<file path="config.mk">
export PLATFORM = sky130hd
export DESIGN_NAME = prdc_ref_ctrl
export DESIGN_NICKNAME = d
export VERILOG_FILES = /design/src/hdl/prdc_pkg.sv /design/src/hdl/prdc_ref_ctrl.sv
export VERILOG_INCLUDE_DIRS = /design/src /design/src/hdl
export SDC_FILE = /design/constraint.sdc
export NUM_CORES = 1
export LEC_CHECK = 0
export CAP_MARGIN = 30
export CORE_MARGIN = 2
export CORE_UTILIZATION = 51
export DETAILED_ROUTE_END_ITERATION = 6
export DONT_BUFFER_PORTS = 1
export PLACE_DENSITY = 0.66
export SYNTH_ARGS = -nofsm -noshare
export SYNTH_HDL_FRONTEND = slang
export SYNTH_SLANG_ARGS = --single-unit
</file>
<file path="constraint.sdc">
create_clock -name core_clk -period 7.19 [get_ports core_clk]
set_clock_uncertainty 0.05 [all_clocks]
set_input_delay 2.157 -clock core_clk [delete_from_list [all_inputs] [get_ports core_clk]]
set_output_delay 2.157 -clock core_clk [all_outputs]
set_load 0.02 [all_outputs]
</file>
<file path="src/hdl/prdc_params.svh">
`ifndef PRDC_PARAMS_SVH
`define PRDC_PARAMS_SVH
// Register byte offsets
`define PRDC_OFF_SYNTH     8'h00
`define PRDC_OFF_REF       8'h04
`define PRDC_OFF_IRQ_STAT  8'h08
`define PRDC_OFF_IRQ_MASK  8'h0C
// Synthesizer word fields
`define PRDC_MUX_HI        31
`define PRDC_MUX_LO        29
`define PRDC_INT_HI        26
`define PRDC_INT_LO        19
`define PRDC_FRAC_HI       18
`define PRDC_FRAC_LO       4
// Reference word fields
`define PRDC_HALVER_BIT    18
`define PRDC_BIAS_HI       14
`define PRDC_BIAS_LO       13
`define PRDC_OSC_BIT       12
`define PRDC_CKDIV_HI      10
`define PRDC_CKDIV_LO      7
`define PRDC_RDIV_HI       6
`define PRDC_RDIV_LO       4
// Reset values: oscillator on, output divide 8 (field 4), R = 1
`define PRDC_SYNTH_RST     32'h0000_0000
`define PRDC_REF_RST       32'h0000_1210
// Divider limits
`define PRDC_INT_MIN       8'h17
// Lock detect thresholds in ns and cycle count
`define PRDC_LOCK_IN_NS    8'h0F
`define PRDC_LOCK_OUT_NS   8'h19
`define PRDC_LOCK_CYCLES   3'h5
// Regulator ramp time
`define PRDC_CLK_MHZ       50
`define PRDC_REG_UP_US     50
`define PRDC_REG_UP_CYC    (`PRDC_REG_UP_US * `PRDC_CLK_MHZ)
// Interrupt bits
`define PRDC_IRQ_READY     0
`define PRDC_IRQ_LOCK      1
`define PRDC_IRQ_UNLOCK    2
`define PRDC_IRQ_CALDONE   3
`endif

</file>
<file path="src/hdl/prdc_pkg.sv">
`default_nettype none
package prdc_pkg;
  // Regulator power states
  typedef enum logic [2:0] {
    PRDC_PWR_OFF   = 3'b001,
    PRDC_PWR_RAMP  = 3'b010,
    PRDC_PWR_READY = 3'b100
  } prdc_pwr_t;
  // Status output selections
  typedef enum logic [2:0] {
    PRDC_MUX_READY = 3'h0,
    PRDC_MUX_LOCK  = 3'h1,
    PRDC_MUX_CAL   = 3'h2,
    PRDC_MUX_RSSI  = 3'h3,
    PRDC_MUX_TXRX  = 3'h4
  } prdc_mux_t;
endpackage : prdc_pkg
`default_nettype wire

</file>
<file path="src/hdl/prdc_ref_ctrl.sv">
// Functional notes
// - Oscillator runs on enable bit, off when CE low
// - Two-bit crystal bias field selects current
// - Divided clock 50:50, inverted to reference
// - Divided clock ratio even, 2 to 30
// - Divided clock defaults to divide by eight
// - Divide field zero disables divided clock
// - Reference counter divides 1 to 7
// - Reference counter defaults to one
// - Eight-bit integer divide, 23 to 255
// - Fraction adds value over two to fifteen
// - Halver select halves synthesized output
// - CE low erases registers, regulators off
// - Status mux selected by top three bits
// - Status defaults to regulator ready flag
// - Calibration flag low during calibration
// - Lock after five good cycles, lost at 25 ns
// - Direction low in transmit, high in receive
`include "prdc_params.svh"
`default_nettype none
module prdc_ref_ctrl (
  input  wire logic        core_clk,
  input  wire logic        rst,
  input  wire logic        chip_enable_pin,
  input  wire logic [7:0]  bus_addr,
  input  wire logic [31:0] bus_wdata,
  input  wire logic        bus_wr,
  input  wire logic        bus_rd,
  output logic      [31:0] bus_rdata,
  input  wire logic [7:0]  phase_err_ns,
  input  wire logic        cal_busy,
  input  wire logic        rssi_ready,
  input  wire logic        tx_mode,
  output logic             osc_enable,
  output logic      [1:0]  crystal_bias_field,
  output logic             divided_ref_output,
  output logic             divided_ref_oe,
  output logic             phase_detector_tick,
  output logic      [8:0]  inst_feedback_div,
  output logic             output_halver_select,
  output logic             supply_ok_flag,
  output logic             pll_lock_flag,
  output logic             status_mux_output,
  output logic             irq
);

  // ----------------------------------------
  // Register storage
  // ----------------------------------------
  logic [31:0]        synth_word;
  logic [31:0]        ref_word;
  logic [3:0]         irq_stat;
  logic [3:0]         irq_mask;
  logic [3:0]         irq_event;
  prdc_pkg::prdc_pwr_t pwr_state;
  logic [12:0]        ramp_cnt;
  logic               bus_ok;
  logic               wr_synth;
  logic               wr_ref;

  // Writes only land once the regulator is up and CE is high
  assign bus_ok   = chip_enable_pin && supply_ok_flag;
  assign wr_synth = bus_wr && bus_ok && (bus_addr == `PRDC_OFF_SYNTH);
  assign wr_ref   = bus_wr && bus_ok && (bus_addr == `PRDC_OFF_REF);

  // ----------------------------------------
  // Regulator power sequencing
  // ----------------------------------------
  // Ramp counter stands in for the analogue settling time
  always_ff @(posedge core_clk or posedge rst) begin
    if (rst) begin
      pwr_state <= prdc_pkg::PRDC_PWR_OFF;
      ramp_cnt  <= 13'h0000;
    end else begin
      case (pwr_state)
        prdc_pkg::PRDC_PWR_OFF: begin
          ramp_cnt <= 13'h0000;
          if (chip_enable_pin) begin
            pwr_state <= prdc_pkg::PRDC_PWR_RAMP;
          end
        end
        prdc_pkg::PRDC_PWR_RAMP: begin
          if (!chip_enable_pin) begin
            pwr_state <= prdc_pkg::PRDC_PWR_OFF;
          end else if (ramp_cnt == 13'(`PRDC_REG_UP_CYC - 1)) begin
            pwr_state <= prdc_pkg::PRDC_PWR_READY;
          end else begin
            ramp_cnt <= ramp_cnt + 13'h0001;
          end
        end
        prdc_pkg::PRDC_PWR_READY: begin
          if (!chip_enable_pin) begin
            pwr_state <= prdc_pkg::PRDC_PWR_OFF;
          end
        end
        default: begin
          pwr_state <= prdc_pkg::PRDC_PWR_OFF;
        end
      endcase
    end
  end

  // Ready flag is a flop so the status pin never glitches
  always_ff @(posedge core_clk or posedge rst) begin
    if (rst) begin
      supply_ok_flag <= 1'b0;
    end else begin
      supply_ok_flag <= chip_enable_pin && (pwr_state == prdc_pkg::PRDC_PWR_READY);
    end
  end

  // ----------------------------------------
  // Configuration words
  // ----------------------------------------
  // CE low restores defaults, as power loss would
  always_ff @(posedge core_clk or posedge rst) begin
    if (rst) begin
      synth_word <= `PRDC_SYNTH_RST;
      ref_word   <= `PRDC_REF_RST;
    end else if (!chip_enable_pin) begin
      synth_word <= `PRDC_SYNTH_RST;
      ref_word   <= `PRDC_REF_RST;
    end else begin
      if (wr_synth) begin
        synth_word <= bus_wdata;
      end
      if (wr_ref) begin
        ref_word <= bus_wdata;
      end
    end
  end

  // ----------------------------------------
  // Interrupt status and mask
  // ----------------------------------------
  // Hardware set wins over a write-one clear in the same cycle
  always_ff @(posedge core_clk or posedge rst) begin
    if (rst) begin
      irq_stat <= 4'h0;
      irq_mask <= 4'h0;
    end else if (!chip_enable_pin) begin
      irq_stat <= 4'h0;
      irq_mask <= 4'h0;
    end else begin
      if (bus_wr && bus_ok && bus_addr == `PRDC_OFF_IRQ_STAT) begin
        irq_stat <= (irq_stat & ~bus_wdata[3:0]) | irq_event;
      end else begin
        irq_stat <= irq_stat | irq_event;
      end
      if (bus_wr && bus_ok && bus_addr == `PRDC_OFF_IRQ_MASK) begin
        irq_mask <= bus_wdata[3:0];
      end
    end
  end

  // Level interrupt from any unmasked status bit
  always_ff @(posedge core_clk or posedge rst) begin
    if (rst) begin
      irq <= 1'b0;
    end else begin
      irq <= |(irq_stat & irq_mask);
    end
  end

  // ----------------------------------------
  // Read port
  // ----------------------------------------
  // Data valid only in the cycle after the strobe; unmapped reads zero
  always_ff @(posedge core_clk or posedge rst) begin
    if (rst) begin
      bus_rdata <= 32'h0000_0000;
    end else if (bus_rd) begin
      case (bus_addr)
        `PRDC_OFF_SYNTH:    bus_rdata <= synth_word;
        `PRDC_OFF_REF:      bus_rdata <= ref_word;
        `PRDC_OFF_IRQ_STAT: bus_rdata <= {28'h0000000, irq_stat};
        `PRDC_OFF_IRQ_MASK: bus_rdata <= {28'h0000000, irq_mask};
        default:            bus_rdata <= 32'h0000_0000;
      endcase
    end else begin
      bus_rdata <= 32'h0000_0000;
    end
  end

  // ----------------------------------------
  // Oscillator controls
  // ----------------------------------------
  always_ff @(posedge core_clk or posedge rst) begin
    if (rst) begin
      osc_enable           <= 1'b0;
      crystal_bias_field   <= 2'h0;
      output_halver_select <= 1'b0;
    end else begin
      osc_enable           <= chip_enable_pin && ref_word[`PRDC_OSC_BIT];
      crystal_bias_field   <= ref_word[`PRDC_BIAS_HI:`PRDC_BIAS_LO];
      output_halver_select <= ref_word[`PRDC_HALVER_BIT];
    end
  end

  // ----------------------------------------
  // Divided reference output
  // ----------------------------------------
  logic [3:0] ck_half;
  logic [3:0] ck_cnt;
  assign ck_half = ref_word[`PRDC_CKDIV_HI:`PRDC_CKDIV_LO];

  // Toggle every field cycles gives ratio 2*field with equal halves;
  // the pin starts high so its first edge falls against the reference
  always_ff @(posedge core_clk or posedge rst) begin
    if (rst) begin
      ck_cnt             <= 4'h0;
      divided_ref_output <= 1'b1;
      divided_ref_oe     <= 1'b0;
    end else if (ck_half == 4'h0 || !chip_enable_pin) begin
      ck_cnt             <= 4'h0;
      divided_ref_output <= 1'b1;
      divided_ref_oe     <= 1'b0;
    end else begin
      divided_ref_oe <= 1'b1;
      if (ck_cnt >= ck_half - 4'h1) begin
        ck_cnt             <= 4'h0;
        divided_ref_output <= ~divided_ref_output;
      end else begin
        ck_cnt <= ck_cnt + 4'h1;
      end
    end
  end

  // ----------------------------------------
  // Reference counter
  // ----------------------------------------
  logic [2:0] r_div;
  logic [2:0] r_cnt;
  // A zero field would stall the loop, so it acts as divide by one
  assign r_div = (ref_word[`PRDC_RDIV_HI:`PRDC_RDIV_LO] == 3'h0) ? 3'h1
               : ref_word[`PRDC_RDIV_HI:`PRDC_RDIV_LO];

  always_ff @(posedge core_clk or posedge rst) begin
    if (rst) begin
      r_cnt               <= 3'h0;
      phase_detector_tick <= 1'b0;
    end else if (r_cnt >= r_div - 3'h1) begin
      r_cnt               <= 3'h0;
      phase_detector_tick <= 1'b1;
    end else begin
      r_cnt               <= r_cnt + 3'h1;
      phase_detector_tick <= 1'b0;
    end
  end

  // ----------------------------------------
  // Feedback divider and modulator
  // ----------------------------------------
  logic [7:0]  int_div;
  logic [14:0] frac_div;
  logic [14:0] sd_acc;
  logic [15:0] next_sd_sum;
  // Values below the pulse-swallow minimum are raised to it
  assign int_div  = (synth_word[`PRDC_INT_HI:`PRDC_INT_LO] < `PRDC_INT_MIN)
                  ? `PRDC_INT_MIN : synth_word[`PRDC_INT_HI:`PRDC_INT_LO];
  assign frac_div = synth_word[`PRDC_FRAC_HI:`PRDC_FRAC_LO];
  assign next_sd_sum = {1'b0, sd_acc} + {1'b0, frac_div};

  // First-order modulator: the carry adds one to the divide
  always_ff @(posedge core_clk or posedge rst) begin
    if (rst) begin
      sd_acc            <= 15'h0000;
      inst_feedback_div <= 9'h000;
    end else if (phase_detector_tick) begin
      sd_acc            <= next_sd_sum[14:0];
      inst_feedback_div <= {1'b0, int_div} + {8'h00, next_sd_sum[15]};
    end
  end

  // ----------------------------------------
  // Digital lock detect
  // ----------------------------------------
  logic [2:0] good_cnt;
  logic       lock_prev;
  always_ff @(posedge core_clk or posedge rst) begin
    if (rst) begin
      good_cnt      <= 3'h0;
      pll_lock_flag <= 1'b0;
    end else if (!chip_enable_pin) begin
      good_cnt      <= 3'h0;
      pll_lock_flag <= 1'b0;
    end else if (phase_detector_tick) begin
      if (phase_err_ns >= `PRDC_LOCK_OUT_NS) begin
        pll_lock_flag <= 1'b0;
      end else if (good_cnt == `PRDC_LOCK_CYCLES - 3'h1 &&
                   phase_err_ns < `PRDC_LOCK_IN_NS) begin
        pll_lock_flag <= 1'b1;
      end
      if (phase_err_ns < `PRDC_LOCK_IN_NS) begin
        good_cnt <= (good_cnt == `PRDC_LOCK_CYCLES) ? good_cnt : good_cnt + 3'h1;
      end else begin
        good_cnt <= 3'h0;
      end
    end
  end

  // ----------------------------------------
  // Event edges for interrupts
  // ----------------------------------------
  logic ready_prev;
  logic cal_prev;
  always_ff @(posedge core_clk or posedge rst) begin
    if (rst) begin
      lock_prev  <= 1'b0;
      ready_prev <= 1'b0;
      cal_prev   <= 1'b0;
    end else begin
      lock_prev  <= pll_lock_flag;
      ready_prev <= supply_ok_flag;
      cal_prev   <= cal_busy;
    end
  end
  assign irq_event[`PRDC_IRQ_READY]   = supply_ok_flag && !ready_prev;
  assign irq_event[`PRDC_IRQ_LOCK]    = pll_lock_flag && !lock_prev;
  assign irq_event[`PRDC_IRQ_UNLOCK]  = !pll_lock_flag && lock_prev;
  assign irq_event[`PRDC_IRQ_CALDONE] = !cal_busy && cal_prev;

  // ----------------------------------------
  // Status multiplexer
  // ----------------------------------------
  // Unused selections read low
  always_ff @(posedge core_clk or posedge rst) begin
    if (rst) begin
      status_mux_output <= 1'b0;
    end else begin
      case (synth_word[`PRDC_MUX_HI:`PRDC_MUX_LO])
        prdc_pkg::PRDC_MUX_READY: status_mux_output <= supply_ok_flag;
        prdc_pkg::PRDC_MUX_LOCK:  status_mux_output <= pll_lock_flag;
        prdc_pkg::PRDC_MUX_CAL:   status_mux_output <= !cal_busy;
        prdc_pkg::PRDC_MUX_RSSI:  status_mux_output <= rssi_ready;
        prdc_pkg::PRDC_MUX_TXRX:  status_mux_output <= !tx_mode;
        default:                  status_mux_output <= 1'b0;
      endcase
    end
  end
endmodule : prdc_ref_ctrl
`default_nettype wire

</file>
==> impl_results.md <==
- Relative slew margins: a little under half
- Flop and latch count out of synthesis: 168
- Max_cap viols: 0
- R2R cell count: 12
- Crit end category: flip-flop
- Num Clock Sinks: roughly 170
- Hold buffers post-CTS: 0
- DP Cell Count: 1000
- I/O Pins: 108
- Final Util: 56.9%
- Worst setup margin: approximately 3300 ps
- IO Port Bufs: 0
- Htree depth: 4
- Final setup TNS: 0 ps
- Power per cell area: 225 nW/um2
- Synthesis-to-layout area growth: 9.45%
- Dpl cell area: between 8000 and 9000 um2
- Resized Gates After CTS: 0
- Synth warn: 0
- Outcome: finished, final reports clean
- CTS max path bufs: 2
- Worst-Margin Slew: 820 ps
- Period utilisation layout: 54.6%
- EDFF count, synth: 0
- Total core area: 15900 um2
- Die width: between 100 and 150 um
- Syn_nets: 907
- CP arrival: 4190 ps
- R2R setup slack: roughly 4000 ps
- Final hold violations: 0
- Met3 routed WL: ~1.1 mm
- Number of global-route vias before repair: between 6000 and 7000
- Most frequent cells in the layout: dfrtp_1, nand2_1, nor2_1
- Syn Std Cell Area: 8260 um2
- Detailed Place HPWL: 12.2 mm
- Layout Nets: 893
- Synth async-reset ratio: between 90% and 100%
- Mean routed wirelength per cell: approximately 18 um
- CP cell instances: or4_4 > nor3_4 > nand2_2 > or3_1 > buf_4 > nand2_1 > a21boi_0
- Fmax: 255 MHz
- Logic pwr share: 6.6%
- # fillers: 1355
- CTS Buf Count: 17
- HP Class: reg2reg
- DR vias/cell: 5.73
- Clock power frac: 44.7%
- Critical-path maximum fanout: 18
- Non-Filler Instances: just over 1000
- Syn Area/Cell: 10.1 um2
- Largest stage delay, worst path: approximately 610 ps
- Clock Root Buffer: clkbuf_16
- Count of final setup violators: 0
- Synthesized instance count: 818
- Int Pwr: 1.55 mW
- Clock latency on the worst-skew pair: 440 ps
- Initial DRC Count: 425
- Worst flop-to-flop path endpoint: inst_feedback_div[7]
- CTS clock-pin slew for the worst setup and hold paths: around 60 ps
- CP top delay family: simple AND/OR/NAND/NOR gates
- Initial antenna violation count: 1
- Final ANT Viol Nets: 0
- Total GRT Usage: 22.5%
- Critical path class: in2reg
- Initial core utilization: 52.0%
- Worst path depth: 7
- Pleak: 4.07 nW
- RSZ-0062 raised after global routing: no
- Remaining DRCs: 0
- # rows: 46
- GRT overflow: 0
- Seq pwr share: 48.8%
- Sequential cell area fraction in the yosys report: 51.0%
- DR vias: 5926
- Layout cells sized above 1: under 10%
- Synth Flop Type: dfrtp_1
- RR Startpoint: synth_word[12]
- Startpoint Class: input port
- Global-route wire length before repair: just over 30 mm
- Final instance area: approximately 9000 um2
- Die span in y: 131 um
- CTS tree: built
- Peak supply drop: 0.000166 V
- Critical path endpoint: synth_word[31]
- Overall power: just over 2 mW
- Commonest non-fill, non-tap cell in the layout: dfrtp_1
- Pins Over Slew Limit: 0
- TritonRoute pass-1 iters: 5
- Sw frac: 24.0%
- Die footprint: between 15000 and 20000 um2
- Post-CTS Setup Bufs: 0
- Place WS: between 2000 and 3000 ps
- Period minus WS final: 3920 ps
- Worst setup startpoint: bus_addr[5]
- Slowest-stage cell, CP: or3_1
- Final wirelength: 18.5 mm
- Required @ worst endpoint: 7460 ps
- Max Used Layer: met4
- WP buf/inv: 1
- Wl on met1: 7.94 mm
- Placer Congestion: 0.869
- Net Switching: 0.488 mW
- Met2 wire len: 9.14 mm
- Hold slack: 351 ps
- Count of different cell masters after synthesis: 60
- Largest net degree at the start of global routing: between 90 and 100
[registers in the layout, indices dropped and copies added (netlist names), 2 cells and up]
name                cells
pwr_state               3
r_cnt                   3
bus_rdata              32
ref_word               32
synth_word             32
ck_cnt                  4
crystal_bias_field      2
inst_feedback_div       9
good_cnt                3
irq_stat                4
sd_acc                 15
irq_mask                4
ramp_cnt               13
[synth_stat cells, drive strengths merged (6+ instances only)]
| library cell | n | area share [%] |
|---|---|---|
| and3 | 10 | 0.76 |
| o21ai | 12 | 0.73 |
| buf | 15 | 0.95 |
| nor3 | 16 | 1.2 |
| a21o | 9 | 0.82 |
| xnor2 | 19 | 2.0 |
| mux2i | 33 | 4.0 |
| xor2 | 6 | 0.64 |
| nor2 | 64 | 2.9 |
| a21boi | 69 | 6.3 |
| mux2 | 11 | 1.5 |
| inv | 24 | 1.1 |
| nand4 | 10 | 0.76 |
| o21a | 11 | 1.0 |
| nand2 | 158 | 7.2 |
| ha | 32 | 4.8 |
| nor4 | 6 | 0.45 |
| nor2b | 14 | 1.1 |
| dfrtp | 163 | 49 |
| clkbuf | 27 | 1.2 |
| nand3 | 19 | 1.2 |
| a21oi | 20 | 1.2 |
[per-layer routing]
| metal | vias up | track usage (%) |
|---|---|---|
| met5 | - | 0 |
| met2 | 151 | 37.4 |
| met1 | 2967 | 28.0 |
| met4 | 0 | 8.39 |
| li1 | 2781 | - |
| met3 | 27 | 6.33 |
[layout make-up]
| class | instances | area, um2 | share of cell area (%) |
|---|---|---|---|
| Antenna cell | 1 | 2.50 | 0.0277 |
| Clock buffer | 21 | 460 | 5.09 |
| Clock inverter | 11 | 123 | 1.36 |
| Inverter | 25 | 98.8 | 1.09 |
| Multi-Input combinational cell | 583 | 3790 | 41.9 |
| Sequential cell | 168 | 4210 | 46.6 |
| Tap cell | 216 | 270 | 2.99 |
| Timing Repair Buffer | 9 | 87.6 | 0.969 |
[power by group through the flow]
stage | clock network [mW] | registers, mW | logic, mW
after detailed placement | 0 | 1.01 | 0.130
after CTS | 0.928 | 0.994 | 0.131
after global placement | 0 | 1.01 | 0.120
after global routing | 0.972 | 0.997 | 0.152
after floorplan | 0 | 1.00 | 0.116
final | 0.910 | 0.994 | 0.134
[worst min path at each step]
stage / from / endpoint / slack [ps] / cells past startpoint
floorplan: ref_word[13] / crystal_bias_field[0] / 320 / 0
global placement: ref_word[13] / crystal_bias_field[0] / 330 / 0
detailed placement: ref_word[14] / crystal_bias_field[1] / 340 / 0
CTS: ref_word[14] / crystal_bias_field[1] / 350 / 0
global route: ref_word[14] / crystal_bias_field[1] / 370 / 0
finish: ref_word[14] / crystal_bias_field[1] / 350 / 0
[cell families (layout without fill, tap and decap cells)]
group / Yosys count / in the layout / synth area share (%)
and+or+nand+nor: 323 / 323 / 17.9
DFF: 168 / 168 / 51.0
AOI/OAI and AO/OA: 153 / 153 / 13.2
buffers and inverters: 67 / 66 / 3.32
muxes: 49 / 49 / 6.86
adders and majority gates: 33 / 33 / 5.09
xor gates and xnor gates: 25 / 25 / 2.65
other: 0 / 1 / 0
Power figures use the tool's default switching activity.
